--- src/hw/boot_pkg.sv ---
// Purpose: Shared constants and types for the boot loader and its system end
// Assumes: 16-bit processor addresses and data, 32-bit AHB-Lite on the system end
// Notes:   Loader and system end both import this package
package boot_pkg;
	localparam logic [15:0] ROM_BOOT_ENTRY   = 16'hff80;
	localparam logic [15:0] EXT_RESET_VECTOR = 16'h0000;
	localparam logic [15:0] HOST_RAM_START   = 16'h1000;
	localparam logic [15:0] SELECT_PORT      = 16'hffff;
	localparam logic [15:0] WAIT_STATE_CFG   = 16'h7fff;
	localparam logic [15:0] BANK_CFG         = 16'hf800;
	localparam logic [9:0]  SRC_LOW_ZERO     = 10'h000;
	localparam logic [4:0]  HOST_INTERRUPT_LINE_WAIT_CYC    = 5'd20;
	localparam logic [3:0]  COPY_GAP_CYC     = 4'd10;

	// Select word fields and patterns
	localparam logic [1:0] SEL_LOW_IO   = 2'b00;
	localparam logic [1:0] SEL_LOW_PAR8 = 2'b01;
	localparam logic [1:0] SEL_LOW_WARM = 2'b11;
	localparam logic [3:0] SEL_IO16     = 4'h8;
	localparam logic [3:0] SEL_IO8      = 4'hc;
	localparam logic [5:0] SEL_BSP8_OUT  = 6'h00;
	localparam logic [5:0] SEL_BSP16_OUT = 6'h04;
	localparam logic [5:0] SEL_BSP8_IN   = 6'h10;
	localparam logic [5:0] SEL_BSP16_IN  = 6'h14;
	localparam logic [5:0] SEL_TDM8_OUT  = 6'h20;
	localparam logic [5:0] SEL_TDM16_OUT = 6'h24;

	// System end register map (byte offsets on haddr[11:0])
	localparam logic [11:0] REG_CTRL     = 12'h000;
	localparam logic [11:0] REG_STATUS   = 12'h004;
	localparam logic [11:0] REG_SELECT   = 12'h008;
	localparam logic [11:0] REG_BRANCH   = 12'h00c;
	localparam logic [11:0] REG_PM_LAST  = 12'h010;
	localparam logic [11:0] REG_PM_COUNT = 12'h014;
	localparam logic [11:0] IMAGE_BASE   = 12'h100;
	localparam logic [11:0] IMAGE_MASK   = 12'hf00;
	localparam int          IMAGE_DEPTH  = 64;
	localparam int CTRL_PIN   = 0;
	localparam int CTRL_EXTERNAL_INTERRUPT_TWO  = 1;
	localparam int CTRL_CLEAR = 2;
	localparam int CTRL_TIE   = 3;
	localparam logic [3:0] CTRL_RESET = 4'h0;

	typedef enum logic [3:0] {
		MODE_NONE, MODE_HOST, MODE_IO16, MODE_IO8,
		MODE_BSP8_OUT, MODE_BSP16_OUT, MODE_BSP8_IN, MODE_BSP16_IN,
		MODE_TDM8_OUT, MODE_TDM16_OUT, MODE_PAR8, MODE_PAR16,
		MODE_WARM, MODE_EXT
	} mode_t;
endpackage

--- src/hw/boot_link_if.sv ---
// Purpose: Link between the boot loader and the host or boot memory side
// Assumes: One clock; every signal driven from a flip-flop of its owner
// Notes:   Active-low lines end in _n
`timescale 1ns/100ps
interface boot_link_if;
	import boot_pkg::*;
	logic        rom_boot_select_pin;
	logic        external_interrupt_two_n;
	logic        host_interrupt_line_n;
	logic        host_line_clear;
	logic [15:0] mem_addr;
	logic        mem_rd;
	logic        io_space_strobe_n;
	logic [15:0] mem_rdata;
	logic        mem_ack;
	logic [15:0] pm_addr;
	logic [15:0] pm_wdata;
	logic        pm_we;
	logic        boot_done;
	logic [15:0] branch_addr;
	mode_t       boot_mode;

	modport loader (
		input  rom_boot_select_pin, external_interrupt_two_n, host_line_clear, mem_rdata, mem_ack,
		output host_interrupt_line_n, mem_addr, mem_rd, io_space_strobe_n, pm_addr, pm_wdata, pm_we,
		output boot_done, branch_addr, boot_mode
	);
	modport system (
		output rom_boot_select_pin, external_interrupt_two_n, host_line_clear, mem_rdata, mem_ack,
		input  host_interrupt_line_n, mem_addr, mem_rd, io_space_strobe_n, pm_addr, pm_wdata, pm_we,
		input  boot_done, branch_addr, boot_mode
	);
endinterface

--- src/hw/boot_mode_loader.sv ---
// Purpose: Reset-time boot loader: init, host boot test, select decode, parallel copy
// Assumes: Memory answers each mem_rd pulse with one mem_ack pulse and data
// Notes:   I/O, serial and handshake transfers are decoded only, then the loader halts
// Overview of operation
// - Select pin low at reset enters ROM FF80h
// - Mask interrupts, map on-chip RAM via overlay
// - Seven wait states, 4K banks, one latency
// - Read select word at I/O FFFFh
// - Ignore select bits above the low eight
// - Low bits 00: 1000 I/O16, 1100 I/O8
// - Buffered serial port patterns choose width, direction
// - Time-slot serial patterns choose width, outputs
// - 01 parallel 8, 11 warm, else 16
// - Host line low, wait 20, test flag
// - Flag set jumps 1000h, else read select
// - System ties or pulses interrupt two early
// - Host loads host RAM before reset release
// - Shared access select held one throughout boot
// - Host line stays low until host clears
// - Source upper six bits from select page
// - Sixteen-bit reads, source increments by one
// - First two words are destination and length
// - Ten cycles between read and write
// - Length into repeat counter, copy until exhausted
// - Branch to destination after copy
// - Byte mode pairs high byte then low
// - Byte mode uses low eight data lines
`timescale 1ns/100ps
module boot_mode_loader (
	input  wire logic        hclk,
	input  wire logic        hresetn,
	boot_link_if.loader      link,
	output logic             global_int_mask,
	output logic             ram_overlay,
	output logic [15:0]      wait_state_cfg,
	output logic [15:0]      bank_cfg,
	output logic             shared_access_select,
	output logic             serial_word16,
	output logic             serial_clk_out,
	output logic             serial_port_tdm
);
	import boot_pkg::*;

	typedef enum logic [3:0] {
		S_START, S_INIT, S_HOST_INTERRUPT_LINE_WAIT, S_TEST, S_SEL_RD, S_SEL_WAIT, S_DECODE,
		S_RD, S_RD_WAIT, S_GAP, S_WR, S_BRANCH, S_HALT
	} state_t;

	state_t      state_q;
	mode_t       mode_q;
	logic [4:0]  wait_cnt_q;
	logic [3:0]  gap_cnt_q;
	logic        external_interrupt_two_flag_q;
	logic        host_interrupt_line_n_q;
	logic [7:0]  sel_q;
	logic [15:0] src_q;
	logic [15:0] dst_q;
	logic [15:0] entry_q;
	logic [15:0] block_repeat_counter_q;
	logic [15:0] word_q;
	logic [7:0]  hi_byte_q;
	logic        byte_mode_q;
	logic        lo_next_q;
	logic [1:0]  word_idx_q;
	logic [15:0] addr_q;
	logic        rd_q;
	logic        io_n_q;
	logic [15:0] pm_addr_q;
	logic [15:0] pm_wdata_q;
	logic        pm_we_q;
	logic        done_q;
	logic [15:0] pc_q;
	logic [15:0] word_in;

	// Byte mode glues the held high byte to the low data lines
	assign word_in = byte_mode_q ? {hi_byte_q, link.mem_rdata[7:0]} : link.mem_rdata;

	assign link.host_interrupt_line_n = host_interrupt_line_n_q;
	assign link.mem_addr              = addr_q;
	assign link.mem_rd                = rd_q;
	assign link.io_space_strobe_n     = io_n_q;
	assign link.pm_addr               = pm_addr_q;
	assign link.pm_wdata              = pm_wdata_q;
	assign link.pm_we                 = pm_we_q;
	assign link.boot_done             = done_q;
	assign link.branch_addr           = pc_q;
	assign link.boot_mode             = mode_q;

	// Interrupt two flag; cleared only by the test, so a late event still sets it
	always_ff @(posedge hclk or negedge hresetn) begin
		if (!hresetn) begin
			external_interrupt_two_flag_q <= 1'b0;
		end else if (!link.external_interrupt_two_n) begin
			external_interrupt_two_flag_q <= 1'b1;
		end else if (state_q == S_TEST) begin
			external_interrupt_two_flag_q <= 1'b0;
		end
	end

	// Host line: low from init until the host writes its clear
	always_ff @(posedge hclk or negedge hresetn) begin
		if (!hresetn) begin
			host_interrupt_line_n_q <= 1'b1;
		end else if (state_q == S_INIT) begin
			host_interrupt_line_n_q <= 1'b0;
		end else if (link.host_line_clear) begin
			host_interrupt_line_n_q <= 1'b1;
		end
	end

	always_ff @(posedge hclk or negedge hresetn) begin
		if (!hresetn) begin
			pm_we_q <= 1'b0;
		end else begin
			pm_we_q <= (state_q == S_WR);
		end
	end

	// Processor status set up once, before any transfer
	always_ff @(posedge hclk or negedge hresetn) begin
		if (!hresetn) begin
			global_int_mask      <= 1'b0;
			ram_overlay          <= 1'b0;
			wait_state_cfg       <= '0;
			bank_cfg             <= '0;
			shared_access_select <= 1'b0;
		end else if (state_q == S_INIT) begin
			global_int_mask      <= 1'b1;
			ram_overlay          <= 1'b1;
			wait_state_cfg       <= WAIT_STATE_CFG;
			bank_cfg             <= BANK_CFG;
			shared_access_select <= 1'b1;
		end
	end

	always_ff @(posedge hclk or negedge hresetn) begin
		if (!hresetn) begin
			state_q                <= S_START;
			mode_q                 <= MODE_NONE;
			wait_cnt_q             <= '0;
			gap_cnt_q              <= '0;
			sel_q                  <= '0;
			src_q                  <= '0;
			dst_q                  <= '0;
			entry_q                <= '0;
			block_repeat_counter_q <= '0;
			word_q                 <= '0;
			hi_byte_q              <= '0;
			byte_mode_q            <= 1'b0;
			lo_next_q              <= 1'b0;
			word_idx_q             <= '0;
			addr_q                 <= '0;
			rd_q                   <= 1'b0;
			io_n_q                 <= 1'b1;
			pm_addr_q              <= '0;
			pm_wdata_q             <= '0;
			done_q                 <= 1'b0;
			pc_q                   <= '0;
			serial_word16          <= 1'b0;
			serial_clk_out         <= 1'b0;
			serial_port_tdm        <= 1'b0;
		end else begin
			rd_q <= 1'b0;
			case (state_q)
				// Pin is caught on the first edge after release, not by the reset itself
				S_START: begin
					if (!link.rom_boot_select_pin) begin
						pc_q    <= ROM_BOOT_ENTRY;
						state_q <= S_INIT;
					end else begin
						pc_q    <= EXT_RESET_VECTOR;
						mode_q  <= MODE_EXT;
						done_q  <= 1'b1;
						state_q <= S_HALT;
					end
				end
				S_INIT: begin
					wait_cnt_q <= HOST_INTERRUPT_LINE_WAIT_CYC - 5'd1;
					state_q    <= S_HOST_INTERRUPT_LINE_WAIT;
				end
				S_HOST_INTERRUPT_LINE_WAIT: begin
					wait_cnt_q <= wait_cnt_q - 5'd1;
					if (wait_cnt_q == 5'd0) begin
						state_q <= S_TEST;
					end
				end
				// Relies on the system raising interrupt two in time
				S_TEST: begin
					if (external_interrupt_two_flag_q) begin
						pc_q    <= HOST_RAM_START;
						mode_q  <= MODE_HOST;
						done_q  <= 1'b1;
						state_q <= S_HALT;
					end else begin
						state_q <= S_SEL_RD;
					end
				end
				S_SEL_RD: begin
					addr_q  <= SELECT_PORT;
					io_n_q  <= 1'b0;
					rd_q    <= 1'b1;
					state_q <= S_SEL_WAIT;
				end
				S_SEL_WAIT: begin
					if (link.mem_ack) begin
						io_n_q  <= 1'b1;
						sel_q   <= link.mem_rdata[7:0];
						state_q <= S_DECODE;
					end
				end
				S_DECODE: begin
					src_q       <= {sel_q[7:2], SRC_LOW_ZERO};
					byte_mode_q <= (sel_q[1:0] == SEL_LOW_PAR8);
					lo_next_q   <= 1'b0;
					word_idx_q  <= '0;
					done_q      <= 1'b1;
					state_q     <= S_HALT;
					serial_word16   <= sel_q[2];
					serial_clk_out  <= !sel_q[4];
					serial_port_tdm <= sel_q[5];
					if (sel_q[1:0] == SEL_LOW_IO && sel_q[3:0] == SEL_IO16) begin
						mode_q <= MODE_IO16;
					end else if (sel_q[1:0] == SEL_LOW_IO && sel_q[3:0] == SEL_IO8) begin
						mode_q <= MODE_IO8;
					end else if (sel_q[5:0] == SEL_BSP8_OUT) begin
						mode_q <= MODE_BSP8_OUT;
					end else if (sel_q[5:0] == SEL_BSP16_OUT) begin
						mode_q <= MODE_BSP16_OUT;
					end else if (sel_q[5:0] == SEL_BSP8_IN) begin
						mode_q <= MODE_BSP8_IN;
					end else if (sel_q[5:0] == SEL_BSP16_IN) begin
						mode_q <= MODE_BSP16_IN;
					end else if (sel_q[5:0] == SEL_TDM8_OUT) begin
						mode_q <= MODE_TDM8_OUT;
					end else if (sel_q[5:0] == SEL_TDM16_OUT) begin
						mode_q <= MODE_TDM16_OUT;
					end else if (sel_q[1:0] == SEL_LOW_WARM) begin
						mode_q <= MODE_WARM;
						pc_q   <= {sel_q[7:2], SRC_LOW_ZERO};
					end else begin
						mode_q  <= (sel_q[1:0] == SEL_LOW_PAR8) ? MODE_PAR8 : MODE_PAR16;
						done_q  <= 1'b0;
						state_q <= S_RD;
					end
				end
				S_RD: begin
					addr_q  <= src_q;
					rd_q    <= 1'b1;
					src_q   <= src_q + 16'd1;
					state_q <= S_RD_WAIT;
				end
				S_RD_WAIT: begin
					if (link.mem_ack) begin
						if (byte_mode_q && !lo_next_q) begin
							hi_byte_q <= link.mem_rdata[7:0];
							lo_next_q <= 1'b1;
							state_q   <= S_RD;
						end else begin
							lo_next_q <= 1'b0;
							case (word_idx_q)
								2'd0: begin
									dst_q      <= word_in;
									entry_q    <= word_in;
									word_idx_q <= 2'd1;
									state_q    <= S_RD;
								end
								2'd1: begin
									block_repeat_counter_q <= word_in;
									word_idx_q             <= 2'd2;
									state_q                <= S_RD;
								end
								default: begin
									word_q    <= word_in;
									gap_cnt_q <= COPY_GAP_CYC - 4'd1;
									state_q   <= S_GAP;
								end
							endcase
						end
					end
				end
				// Gives the source memory time to release the bus before the write
				S_GAP: begin
					gap_cnt_q <= gap_cnt_q - 4'd1;
					if (gap_cnt_q == 4'd0) begin
						state_q <= S_WR;
					end
				end
				S_WR: begin
					pm_addr_q  <= dst_q;
					pm_wdata_q <= word_q;
					dst_q      <= dst_q + 16'd1;
					if (block_repeat_counter_q == 16'd0) begin
						state_q <= S_BRANCH;
					end else begin
						block_repeat_counter_q <= block_repeat_counter_q - 16'd1;
						state_q                <= S_RD;
					end
				end
				S_BRANCH: begin
					pc_q    <= entry_q;
					done_q  <= 1'b1;
					state_q <= S_HALT;
				end
				S_HALT: begin
					state_q <= S_HALT;
				end
				default: begin
					state_q <= S_HALT;
				end
			endcase
		end
	end
endmodule

--- src/flat_wrapper.sv ---
// flat-port wrapper written by rule: the top's interface ports become plain ports
module boot_mode_loader_flat import boot_pkg::*;
  (hclk, hresetn, global_int_mask, ram_overlay, wait_state_cfg, bank_cfg, shared_access_select, serial_word16, serial_clk_out, serial_port_tdm, link_rom_boot_select_pin, link_external_interrupt_two_n, link_host_line_clear, link_mem_rdata, link_mem_ack, link_host_interrupt_line_n, link_mem_addr, link_mem_rd, link_io_space_strobe_n, link_pm_addr, link_pm_wdata, link_pm_we, link_boot_done, link_branch_addr, link_boot_mode);
  boot_link_if link_i ();
  input  wire logic hclk;
  input  wire logic hresetn;
  output logic global_int_mask;
  output logic ram_overlay;
  output logic [15:0] wait_state_cfg;
  output logic [15:0] bank_cfg;
  output logic shared_access_select;
  output logic serial_word16;
  output logic serial_clk_out;
  output logic serial_port_tdm;
  input wire logic [$bits(link_i.rom_boot_select_pin)-1:0] link_rom_boot_select_pin;
  input wire logic [$bits(link_i.external_interrupt_two_n)-1:0] link_external_interrupt_two_n;
  input wire logic [$bits(link_i.host_line_clear)-1:0] link_host_line_clear;
  input wire logic [$bits(link_i.mem_rdata)-1:0] link_mem_rdata;
  input wire logic [$bits(link_i.mem_ack)-1:0] link_mem_ack;
  output wire logic [$bits(link_i.host_interrupt_line_n)-1:0] link_host_interrupt_line_n;
  output wire logic [$bits(link_i.mem_addr)-1:0] link_mem_addr;
  output wire logic [$bits(link_i.mem_rd)-1:0] link_mem_rd;
  output wire logic [$bits(link_i.io_space_strobe_n)-1:0] link_io_space_strobe_n;
  output wire logic [$bits(link_i.pm_addr)-1:0] link_pm_addr;
  output wire logic [$bits(link_i.pm_wdata)-1:0] link_pm_wdata;
  output wire logic [$bits(link_i.pm_we)-1:0] link_pm_we;
  output wire logic [$bits(link_i.boot_done)-1:0] link_boot_done;
  output wire logic [$bits(link_i.branch_addr)-1:0] link_branch_addr;
  output wire logic [$bits(link_i.boot_mode)-1:0] link_boot_mode;
  assign link_i.rom_boot_select_pin = link_rom_boot_select_pin;
  assign link_i.external_interrupt_two_n = link_external_interrupt_two_n;
  assign link_i.host_line_clear = link_host_line_clear;
  assign link_i.mem_rdata = link_mem_rdata;
  assign link_i.mem_ack = link_mem_ack;
  assign link_host_interrupt_line_n = link_i.host_interrupt_line_n;
  assign link_mem_addr = link_i.mem_addr;
  assign link_mem_rd = link_i.mem_rd;
  assign link_io_space_strobe_n = link_i.io_space_strobe_n;
  assign link_pm_addr = link_i.pm_addr;
  assign link_pm_wdata = link_i.pm_wdata;
  assign link_pm_we = link_i.pm_we;
  assign link_boot_done = link_i.boot_done;
  assign link_branch_addr = link_i.branch_addr;
  assign link_boot_mode = link_i.boot_mode;
  boot_mode_loader u_core (.hclk(hclk), .hresetn(hresetn), .link(link_i), .global_int_mask(global_int_mask), .ram_overlay(ram_overlay), .wait_state_cfg(wait_state_cfg), .bank_cfg(bank_cfg), .shared_access_select(shared_access_select), .serial_word16(serial_word16), .serial_clk_out(serial_clk_out), .serial_port_tdm(serial_port_tdm));
endmodule
--- config.mk ---
export PLATFORM = sky130hd
export DESIGN_NAME = boot_mode_loader_flat
export DESIGN_NICKNAME = d
export VERILOG_FILES = /design/src/hw/boot_pkg.sv /design/src/hw/boot_link_if.sv /design/src/hw/boot_mode_loader.sv /design/src/flat_wrapper.sv
export SDC_FILE = /design/constraint.sdc
export NUM_CORES = 1
export LEC_CHECK = 0
export ABC_AREA = 1
export BUFFER_PORTS_ARGS = -buffer_cell sky130_fd_sc_hd__clkbuf_2
export CAP_MARGIN = 15
export CELL_PAD_IN_SITES_DETAIL_PLACEMENT = 0
export CELL_PAD_IN_SITES_GLOBAL_PLACEMENT = 1
export CORE_MARGIN = 5
export CORE_UTILIZATION = 40
export CTS_BUF_LIST = sky130_fd_sc_hd__clkbuf_16
export DETAILED_ROUTE_END_ITERATION = 7
export PLACE_DENSITY_LB_ADDON = 0.1
export SETUP_SLACK_MARGIN = 0.02
export SLEW_MARGIN = 20
export SYNTH_ARGS = -nofsm -noshare
export SYNTH_HDL_FRONTEND = slang
export SYNTH_SLANG_ARGS = --single-unit
--- constraint.sdc ---
create_clock -name hclk -period 2.4 [get_ports hclk]
set_clock_uncertainty 0.05 [all_clocks]
set_input_delay 0.12 -clock hclk [delete_from_list [all_inputs] [get_ports hclk]]
set_output_delay 0.12 -clock hclk [all_outputs]
set_load 0.01 [all_outputs]
Word-level counts from Yosys, hierarchy flattened:

Index checks and enable logic that the tools add are counted.

* word-level logic and storage cells: 205
* output and inout port bits: 111
* register bits after elaboration: 193
* input port bits: 22

* bitwise operators: 2
* multiplexer cells: 87
* add/subtract/negate cells: 5
* eq/ne operators: 43
* reduce and logical (&&, ||, !) cells: 38

Operator list (count)
* $mux W16: 19
* $mux W4: 32
* $pmux W16 S2: 4
* $pmux W16 S4: 1
* $pmux W4 S11: 1
* $add A16 B1 Y16 const B: 2
* $ne A2 B2 Y1 const B: 14
* $eq A4 B4 Y1 const B: 6
* $reduce_and A4 Y1: 6
* $mux W1: 20
* $eq A4 B3 Y1 const B: 4
* $logic_not A16 Y1: 1
* $reduce_bool A2 Y1: 8
* $sub A16 B1 Y16 const B: 1
* $ne A2 B1 Y1 const B: 7
* $eq A6 B5 Y1 const B: 2
* $eq A6 B6 Y1 const B: 2
* $pmux W4 S3: 1
* $reduce_and A11 Y1: 1
* $pmux W5 S2: 1
* $reduce_and A3 Y1: 3
* $eq A4 B2 Y1 const B: 2
* $logic_not A4 Y1: 2
* $pmux W2 S2: 2
* 22 further kinds: 33

Depth between registers and ports, before layout:

Gate-level depths: netlist (run 1).

* depth in word-level cells: 12
* gate-level depth with buffers: 11
* gate-level depth less buffers: 11

Worst setup path after synthesis (run 1):

OpenSTA, ideal clock, no wires.

* path kind: reg2reg
* start point: reg u_core.block_repeat_counter_q[0]
* end point: reg u_core.block_repeat_counter_q[0]
* arrival: 1.510 ns
* cell stages (with the launch flop): 11
* period minus slack after synthesis: 1.676 ns
* slack: 0.724 ns
* library setup time: 0.117 ns
* required time: 2.233 ns
* buffers on the path: 1
* cells stage by stage: dfrtp_1 inv_1 ha_1 nand3_1 nor2_1 nand4_1 nand2_2 inv_2 buf_4 nand2_1 nand2_1

* word-level cells in the longest chain between the ends: 3
* elaborated cells between the ends (all ways): 6
* those cells by class: add/sub: 1; eq/ne: 1; mux: 2; reduce/logical: 2

Ends and longest elaborated chain
* start, declared: line boot_mode_loader.sv:59 `logic [15:0] block_repeat_counter_q;`
* start signal, assigned: line boot_mode_loader.sv:268 `block_repeat_counter_q <= word_in;`
* start signal, assigned: line boot_mode_loader.sv:295 `block_repeat_counter_q <= block_repeat_counter_q - 16'd1;`
* $sub A16 B1 Y16 / $logic_not A16 Y1 (equally long branches): line boot_mode_loader.sv:295, boot_mode_loader.sv:292
* $mux W16 / $ne A2 B2 Y1 (equally long branches)
* $pmux W16 S2 / $reduce_and A5 Y1 (equally long branches)

Parallel ways exist; a longest one is shown, timed or not. The select of a mux whose other input is x is not followed.
A chain may end at the register's enable or synchronous reset.

Worst setup path in the final report (run 1):

* start point: reg u_core.state_q[0]
* end point: reg u_core.dst_q[15]

* word-level cells in the longest chain between the ends: 3
* elaborated cells between the ends (all ways): 8
* those cells by class: eq/ne: 5; mux: 1; reduce/logical: 2

Ends and longest elaborated chain
* start, declared: line boot_mode_loader.sv:49 `state_t state_q;`
* start signal, assigned: line boot_mode_loader.sv:138 `state_q <= S_START;`
* start signal, assigned: line boot_mode_loader.sv:169 `state_q <= S_INIT;`
* start signal, assigned: line boot_mode_loader.sv:174 `state_q <= S_HALT;`
* $eq A4 B4 Y1: line boot_mode_loader.sv:164 `case (state_q)`
* $ne A2 B1 Y1 (no source line) (tied with other cells)
* $reduce_and A4 Y1 (no source line)
* end signal, assigned: line boot_mode_loader.sv:262 `dst_q <= word_in;`
* end signal, assigned: line boot_mode_loader.sv:291 `dst_q <= dst_q + 16'd1;`
* end, declared: line boot_mode_loader.sv:57 `logic [15:0] dst_q;`

Parallel ways exist; a longest one is shown, timed or not.

==> results.txt, run 1 <==
For the worst setup path, the data arrival time is 2330 ps. After filler insertion, the fill cell instance count of the layout stands at 2408. Row generation in the floorplan step produced 56 rows. Depth of the most critical reg-to-reg path: 10. The analysis attributes to cell leakage a power of 5.77 nW.

The power per standard cell area was 578 mW/mm2; the data required time of the worst path was 2670 ps. The worst-margin pin slew came out at 642 ps. The wire length per cell is 15.4 um, and the number of design-rule violations left by the first detailed-router iteration is 515. For the final non-filler cell total, the log shows 1666.

The most common cell after layout, fill and taps aside was nand2_1. In this run the standard cell core region covers 0.0233 mm2. Setup repair after global routing left no endpoint under its margin.

The run gives 0.0265 mm2 as the floorplan die area. The worst pin sits at a relative slew slack of 57.2%. Including well taps, the total number of placed cells is 1622. The share of the clock period used by the worst path after layout was 85.5%. Measured along the x axis, the die boundary spans 163 um.

TritonCTS built the clock tree. The run gives 73 as the largest net degree at the start of global routing. The logs give 1362 for the final-stage net count and 4 for the number of levels the H-tree was split into. The storage element area is 0.00478 mm2, and the hold path depth is 4. The top cell types in the final layout, fill and taps aside, are 382 x nand2_1, 189 x dfrtp_1, 149 x nor2_1. Portion of total power attributed to combinational logic: 3.1%. Setup slack closes at 347 ps. Across the run, the number of max-cap violations was 0. The kind of critical path is reg -> reg. Yosys printed 0 warnings. Average size of a mapped cell: 7.68 um2. In the synthesized netlist the async set-or-reset flop fraction comes to 100%. Number of remaining DRC errors: 0. The first global-routing pass estimated 42100 um of wire.

The worst-case setup slack after placement is 254 ps. In the synthesized netlist the dominant register cell turns out to be dfrtp_1. The tools report the TritonCTS sink count as 191. The count of input and output buffers was 120. The number of pins with negative max-slew slack in the final report came out at 0.

The number of global-route vias before repair came out at 7818. The maximum vdd ir drop is 325 uV, and the number of nets with antenna violations after detailed routing is 0. The number of antenna violations at the first check in global routing came out at 0.

For this configuration, the core starts out at a cell density of 40.2%. The maximum root-to-sink buffer count was 2. The total congestion overflow after global routing was 0; the area added between synthesis and finish was 16.9%.

The internal power of the cells totals 0.00469 W. In this run the cell area of the synthesized design comes to 0.00934 mm2. The first detailed-routing pass took 5 iterations. For the worst-skew pair, the clock arrives at the later sink with an insertion delay of 440 ps. Synthesis inferred 191 register bits. The final wirelength is 25600 um, and the number of library cell types mapped by synthesis is 44. After clock tree synthesis, the clock-pin slew on the worst setup and hold paths is 80 ps. Routability-driven placement finished with a final weighted congestion of 0.873.

Clock tree synthesis inserted a total of 17 buffers. For the finished layout, the period the worst path requires is 2050 ps. The run finished with clean final reports. Fraction of final layout cells with drive strength greater than 1: 14.9%. Counting every instance in the synthesized netlist gives 1216. In this run the power spent charging and discharging nets is 0.00163 W. In this run, the clock network consumes 46.0% of the power. STA classifies the critical path startpoint as a register. The worst setup path is captured at a register. In the final layout, the multi-input gates occupy 0.00370 mm2. Sequential cells burn 50.9% of the power. The logs give 0 ps for the total negative slack and 51.2% for the part of the Yosys area used for sequential elements. The wire-length estimate of the detail-placed layout is 19000 um.

The worst hold path belongs to the class in -> reg. In this run switching power makes up 25.8% of total power. Setup violations remaining at the end of the flow were counted as 0. In the global route stage, overall resource usage came out at 20.1%. In the routed layout, each cell is associated on average with a via count of 4.72.

The detailed router placed 7860 vias in this run. The maximum frequency from static timing analysis is 487 MHz, and the die extent in y is 163 um. The run gives 0 as the total count of hold-check failures in the final report. The tree is rooted in a clkbuf_16. In this run the worst path has a maximum fanout of 12. For this design the top-level I/O count stands at 133. The number of flops mapped to enable cells by yosys came out at 0.
==> per-stage QoR <==
step	hold slack (ps)	cell area (um2)	util [%]	total power, W
floorplan	-226	9390	-	0.00334
global placement	143	10200	43.8	0.00347
detailed placement	149	10200	43.8	0.00347
CTS	65.5	10900	46.9	0.00639
global route	94.6	10900	47.0	0.00657
finish	75.3	10900	47.0	0.00632
==> metal layers <==
metal / GRT usage [%] / wire length, um / vias up
met4: 4.16 / 225 / 0
li1: - / - / 4038
met3: 3.42 / 828 / 15
met5: 0 / 0 / -
met1: 28.3 / 12400 / 3672
met2: 33.0 / 12100 / 135
==> cells by family (layout without fill, tap and decap cells) <==
kind of cell	count (synthesis)	in the layout	synth area share, %
compound gates	194	194	11.0
xor+xnor	4	4	0.375
fa+ha+maj	7	7	0.937
buf+inv	201	320	9.80
flops	191	191	51.2
other cells	1	13	0.0401
simple gates	618	618	26.7
==> synth_stat cells, types with 2 or more instances <==
library cell / count / area, um2
nand2_1: 382 / 1430
dfrtp_1: 189 / 4730
nor2_1: 150 / 563
o21ai_0: 131 / 656
inv_1: 123 / 462
nand3_1: 52 / 260
buf_4: 36 / 270
o21ai_1: 19 / 95.1
a21oi_1: 18 / 90.1
buf_2: 15 / 75.1
clkbuf_1: 13 / 48.8
inv_2: 8 / 30.0
ha_1: 7 / 87.6
nand4_1: 7 / 43.8
a31oi_1: 6 / 37.5
nor2_2: 5 / 31.3
nor3_1: 5 / 25.0
o22ai_1: 5 / 31.3
nand3b_1: 4 / 30.0
o21a_1: 4 / 30.0
and2_1: 3 / 18.8
buf_1: 3 / 11.3
o211ai_1: 3 / 22.5
clkinv_1: 2 / 7.51
dfstp_2: 2 / 52.6
nand2_2: 2 / 12.5
nor2_4: 2 / 22.5
o32ai_1: 2 / 17.5
xnor2_1: 2 / 17.5
xor2_1: 2 / 17.5
==> worst max-delay path, cell delays in order (launching register included) <==
cell and delay, ps:
dfrtp_1 450, inv_1 110, nand2_1 130, nor2_4 60, nand2_1 130, nand2_1 100, nor2_2 410, buf_4 280
nand2_1 60, nor2_1 110, nor2_1 50
==> final timing paths <==
| check | slack, ps | from | end |
|---|---|---|---|
| setup / recovery | 350 | u_core.state_q[0]$_DFFE_PN0P_ | u_core.dst_q[15]$_DFFE_PN0P_ |
| hold / removal | 80 | link_rom_boot_select_pin | u_core.link.branch_addr[11]$_DFFE_PN0P_ |
| setup reg to reg | 350 | u_core.state_q[0]$_DFFE_PN0P_ | u_core.dst_q[15]$_DFFE_PN0P_ |
| hold reg to reg | 430 | u_core.link.io_space_strobe_n$_DFFE_PN1P_ | u_core.link.io_space_strobe_n$_DFFE_PN1P_ |
| max in group asynchronous | 1280 | hresetn | u_core.word_q[9]$_DFFE_PN0P_ |
| min in group asynchronous | 220 | hresetn | u_core.entry_q[4]$_DFFE_PN0P_ |
==> flip-flops by register name, indices dropped and copies added (netlist names), 4 cells and up <==
| signal | count |
|---|---|
| u_core.gap_cnt_q | 4 |
| u_core.dst_q | 16 |
| u_core.block_repeat_counter_q | 16 |
| u_core.hi_byte_q | 8 |
| u_core.entry_q | 16 |
| u_core.link.mem_addr | 16 |
| u_core.link.pm_wdata | 16 |
| u_core.word_q | 16 |
| u_core.link.boot_mode | 4 |
| u_core.src_q | 16 |
| u_core.wait_cnt_q | 5 |
| u_core.link.pm_addr | 16 |
| u_core.sel_q | 8 |
| u_core.link.branch_addr | 16 |
| u_core.state_q | 4 |
==> what timing repair did <==
| item | CTS | global route |
|---|---|---|
| hold buffers | 11 | 0 |
| endpoints found under the setup margin | 0 | 16 |
| setup buffers | 0 | 0 |
| resized for setup | 0 | 1 |
| hold endpoints to repair | 84 | 0 |
==> cell type report <==
cell class | instances | area share (%)
Antenna cell | 1 | 0.0229
Clock buffer | 17 | 3.89
Clock inverter | 15 | 1.74
Inverter | 133 | 4.57
Multi-Input combinational cell | 835 | 33.9
Sequential cell | 191 | 43.8
Tap cell | 319 | 3.65
Timing Repair Buffer | 155 | 8.46
==> power groups by stage <==
stage	clock [W]	sequential, W	combinational, W
2_1_floorplan	0	0.00328	0.0000594
3_3_place_gp	0	0.00328	0.000189
3_5_place_dp	0	0.00328	0.000190
4_1_cts	0.00298	0.00321	0.000204
5_1_grt	0.00313	0.00322	0.000225
6_report	0.00291	0.00321	0.000195
Power figures use the tool's default switching activity.
==> run 2: changes to the inputs <==
--- a/config.mk
+++ b/config.mk
@@ -14,6 +14,7 @@
 export CORE_UTILIZATION = 40
 export CTS_BUF_LIST = sky130_fd_sc_hd__clkbuf_16
 export DETAILED_ROUTE_END_ITERATION = 7
+export GPL_ROUTABILITY_DRIVEN = 0
 export PLACE_DENSITY_LB_ADDON = 0.1
 export SETUP_SLACK_MARGIN = 0.02
 export SLEW_MARGIN = 20
==> constraint.sdc (replaced) <==
create_clock -name hclk -period 2.63 [get_ports hclk]
set_clock_uncertainty 0.05 [all_clocks]
set_input_delay 0.1315 -clock hclk [delete_from_list [all_inputs] [get_ports hclk]]
set_output_delay 0.1315 -clock hclk [all_outputs]
set_load 0.01 [all_outputs]
==> results.txt, run 2 (same netlist as run 1, synthesis figures left out) <==
The flow ran to the end, and the final reports show no timing, DRC or antenna violations. The worst max-slew margin expressed relative to the limit came out at 55.8% (-1.4 points). Share of the core filled with cells in the final layout: 46.7% (-0.22 points).

The most prevalent standard cell on the critical path was nand2_1. The logs give 428 MHz (-12%) for the maximum frequency from static timing analysis and 25500 um (-0.40%) for the final wirelength. For the floorplan die area, the log shows 0.0265 mm2 (unchanged). The number of antenna violations at the first check in global routing was 0 (unchanged); the detailed placement HPWL was 18900 um (-0.77%). The total of endpoints with negative setup slack in the final report is 0 (unchanged), and the final non-filler cell total is 1656 (-0.60%). The top fanout value on the critical path works out to 25 (+13).

The clock tree root buffer cell is clkbuf_16. The top-level port count was 133 (unchanged); the x dimension of the die was 163 um (unchanged). The power per standard cell area works out to 540 mW/mm2 (-6.6%). TritonCTS built the clock tree. The average vias per placed instance was 4.72 (about the same); the leakage dissipation was 5.75 nW (-0.44%). The tools report the overall global routing resource usage as 19.9% (-0.15 points).

The critical path goes through inv_2 -> nor2_2 -> nand2_1 -> clkinv_1 -> nand2_1 -> nand3_2 -> o21ai_0. The maximum root-to-sink buffer count came out at 2 (unchanged). The portion of total power attributed to combinational logic is 3.0% (about the same). The layout filler cell count is 2393 (-0.62%), and the number of placed instances with taps included is 1614 (-0.49%). TritonCTS sink count: 191 (unchanged). Count of input and output buffers: 120 (unchanged). In this run the worst hold path is classified as in -> reg. The worst setup path is captured at a register. The fraction of final layout cells with drive strength greater than 1 was 14.4% (-0.50 points); the number of remaining DRC errors was 0 (unchanged). The sequential cell fraction of total power is 50.0% (-0.9 points), and the maximum vdd ir drop is 342 uV (+5.1%). The delay of the slowest critical-path stage came out at 440 ps (about the same). The run gives 440 ps (about the same) as the clock latency on the worst-skew pair. The area growth from synthesis to layout is 16.4%. The run gives 0 ps (unchanged) as the total negative slack. The share of the clock period used by the worst path after layout was 88.9% (+3.4 points).

Element type at the critical path start: a register. For the cell-internal power, the log shows 0.00431 W (-8.0%). The logs give 41600 um (-1.2%) for the wire length of the first global-routing pass and 0 (unchanged) for the quantity of gates resized following cts. Core box area: 0.0233 mm2 (unchanged). The number of antenna cells inserted came out at 0 (-1).

The number of buffers created by CTS is 17 (unchanged), and the initial core utilization is 40.2% (unchanged). Leaving out fill and tap cells, the most frequent cells in the layout are 382 x nand2_1, 189 x dfrtp_1, 149 x nor2_1. The wire length per cell was 15.4 um (+0.20%). The post-CTS setup buffer count was 0 (unchanged). The number of pins with negative max-slew slack in the final report came out at 0 (unchanged). Total congestion overflow after global routing: 0 (unchanged).

The power dissipated by switching net loads was 0.00156 W (-4.3%). The number of nets with antenna violations after detailed routing came out at 0 (unchanged). The run gives 5 (unchanged) as the number of iterations in the first detailed-routing pass. Number of design-rule violations left by the first detailed-router iteration: 591 (+15%). The tools report the data required time of the worst path as 2940 ps (+270 ps). The library cell used most frequently in the layout, excluding fill and tap cells, is nand2_1. The logs give 7638 (-2.3%) for the number of global-route vias before repair and 78 (+6.8%) for the largest net degree at the start of global routing. For the final-stage net count, the log shows 1353 (-0.66%). The die extent in y is 163 um (unchanged), and the total count of hold-check failures in the final report is 0 (unchanged).

The run gives 7820 (-0.51%) as the overall via count from detail_route. The worst-margin pin slew works out to 663 ps (+21.7 ps). The tools report the portion of total power attributed to the clock network as 47.1% (+1.1 points). The clock edge transition at the registers on the reported setup and hold paths works out to 90 ps (about the same). Setup repair after global routing left no endpoint under its margin.

The switching fraction of total power is 26.5% (+0.76 points). The final critical-path required period came out at 2340 ps (+286 ps). The critical path is of the reg -> reg type.

The count of standard-cell rows is 56 (unchanged). Count of max-cap constraint violations: 0 (unchanged). For the worst endpoint data arrival time, the log shows 2650 ps (+320 ps). The slowest stage of the critical path is the dfrtp_1 cell. The number of levels the H-tree was split into was 4 (unchanged).
run 2: worst max-delay path: cells and delay by family (launching register included):
family | cells | cell delay, ps
compound gates | 1 | 300
buf+inv | 2 | 450
flops | 1 | 440
simple gates | 4 | 1010
run 2: power by group through the flow:
stage	Combinational, W	Sequential (W)	Clock, W
6_report	0.000174	0.00293	0.00276
5_1_grt	0.000199	0.00293	0.00296
4_1_cts	0.000181	0.00293	0.00285
3_5_place_dp	0.000169	0.00299	0
3_3_place_gp	0.000170	0.00299	0
2_1_floorplan	0.0000542	0.00299	0
run 2: timing repair:
| action | in CTS | in global routing |
|---|---|---|
| hold buffers | 10 | 0 |
| endpoints found under the hold margin | 89 | 0 |
| endpoints found under the setup margin | 0 | 0 |
run 2: worst paths after layout:
check / from / to / slack, ps / depth (start not counted)
min: link_mem_rdata[5] / u_core.word_q[5]$_DFFE_PN0P_ / 40 / 3
max: u_core.state_q[2]$_DFFE_PN0P_ / u_core.link.branch_addr[7]$_DFFE_PN0P_ / 290 / 7
min in group asynchronous: hresetn / u_core.shared_access_select$_DFFE_PN0P_ / 230 / 2
min reg2reg: u_core.link.io_space_strobe_n$_DFFE_PN1P_ / u_core.link.io_space_strobe_n$_DFFE_PN1P_ / 430 / 2
max reg2reg: u_core.state_q[2]$_DFFE_PN0P_ / u_core.link.branch_addr[7]$_DFFE_PN0P_ / 290 / 7
max in group asynchronous: hresetn / u_core.block_repeat_counter_q[2]$_DFFE_PN0P_ / 1560 / 3
run 2: area by class of cell:
cell class	instances	area (um2)	share of cell area [%]
Sequential cell	191	4780	44.0
Multi-Input combinational cell	835	3690	34.0
Clock inverter	15	219	2.01
Clock buffer	17	425	3.91
Timing Repair Buffer	146	855	7.86
Tap cell	319	399	3.67
Inverter	133	499	4.59
run 2: metal layers:
metal  up-vias  track usage, %  share of wire, %
met5         -               0                 0
met1      3661            28.0                48
met4         0            5.11               1.3
met3        22            3.04               2.7
met2       127            32.6                48
li1       4010               -                 -
run 2: metrics by stage:
step,power [W],instance area (um2),setup WS [ps],hold slack [ps]
after floorplan,0.00305,9390,954,-214
after global placement,0.00316,10100,334,175
after detailed placement,0.00316,10100,232,169
after CTS,0.00597,10900,236,20.4
after global routing,0.00610,10900,57.0,28.9
final,0.00587,10900,292,39.7
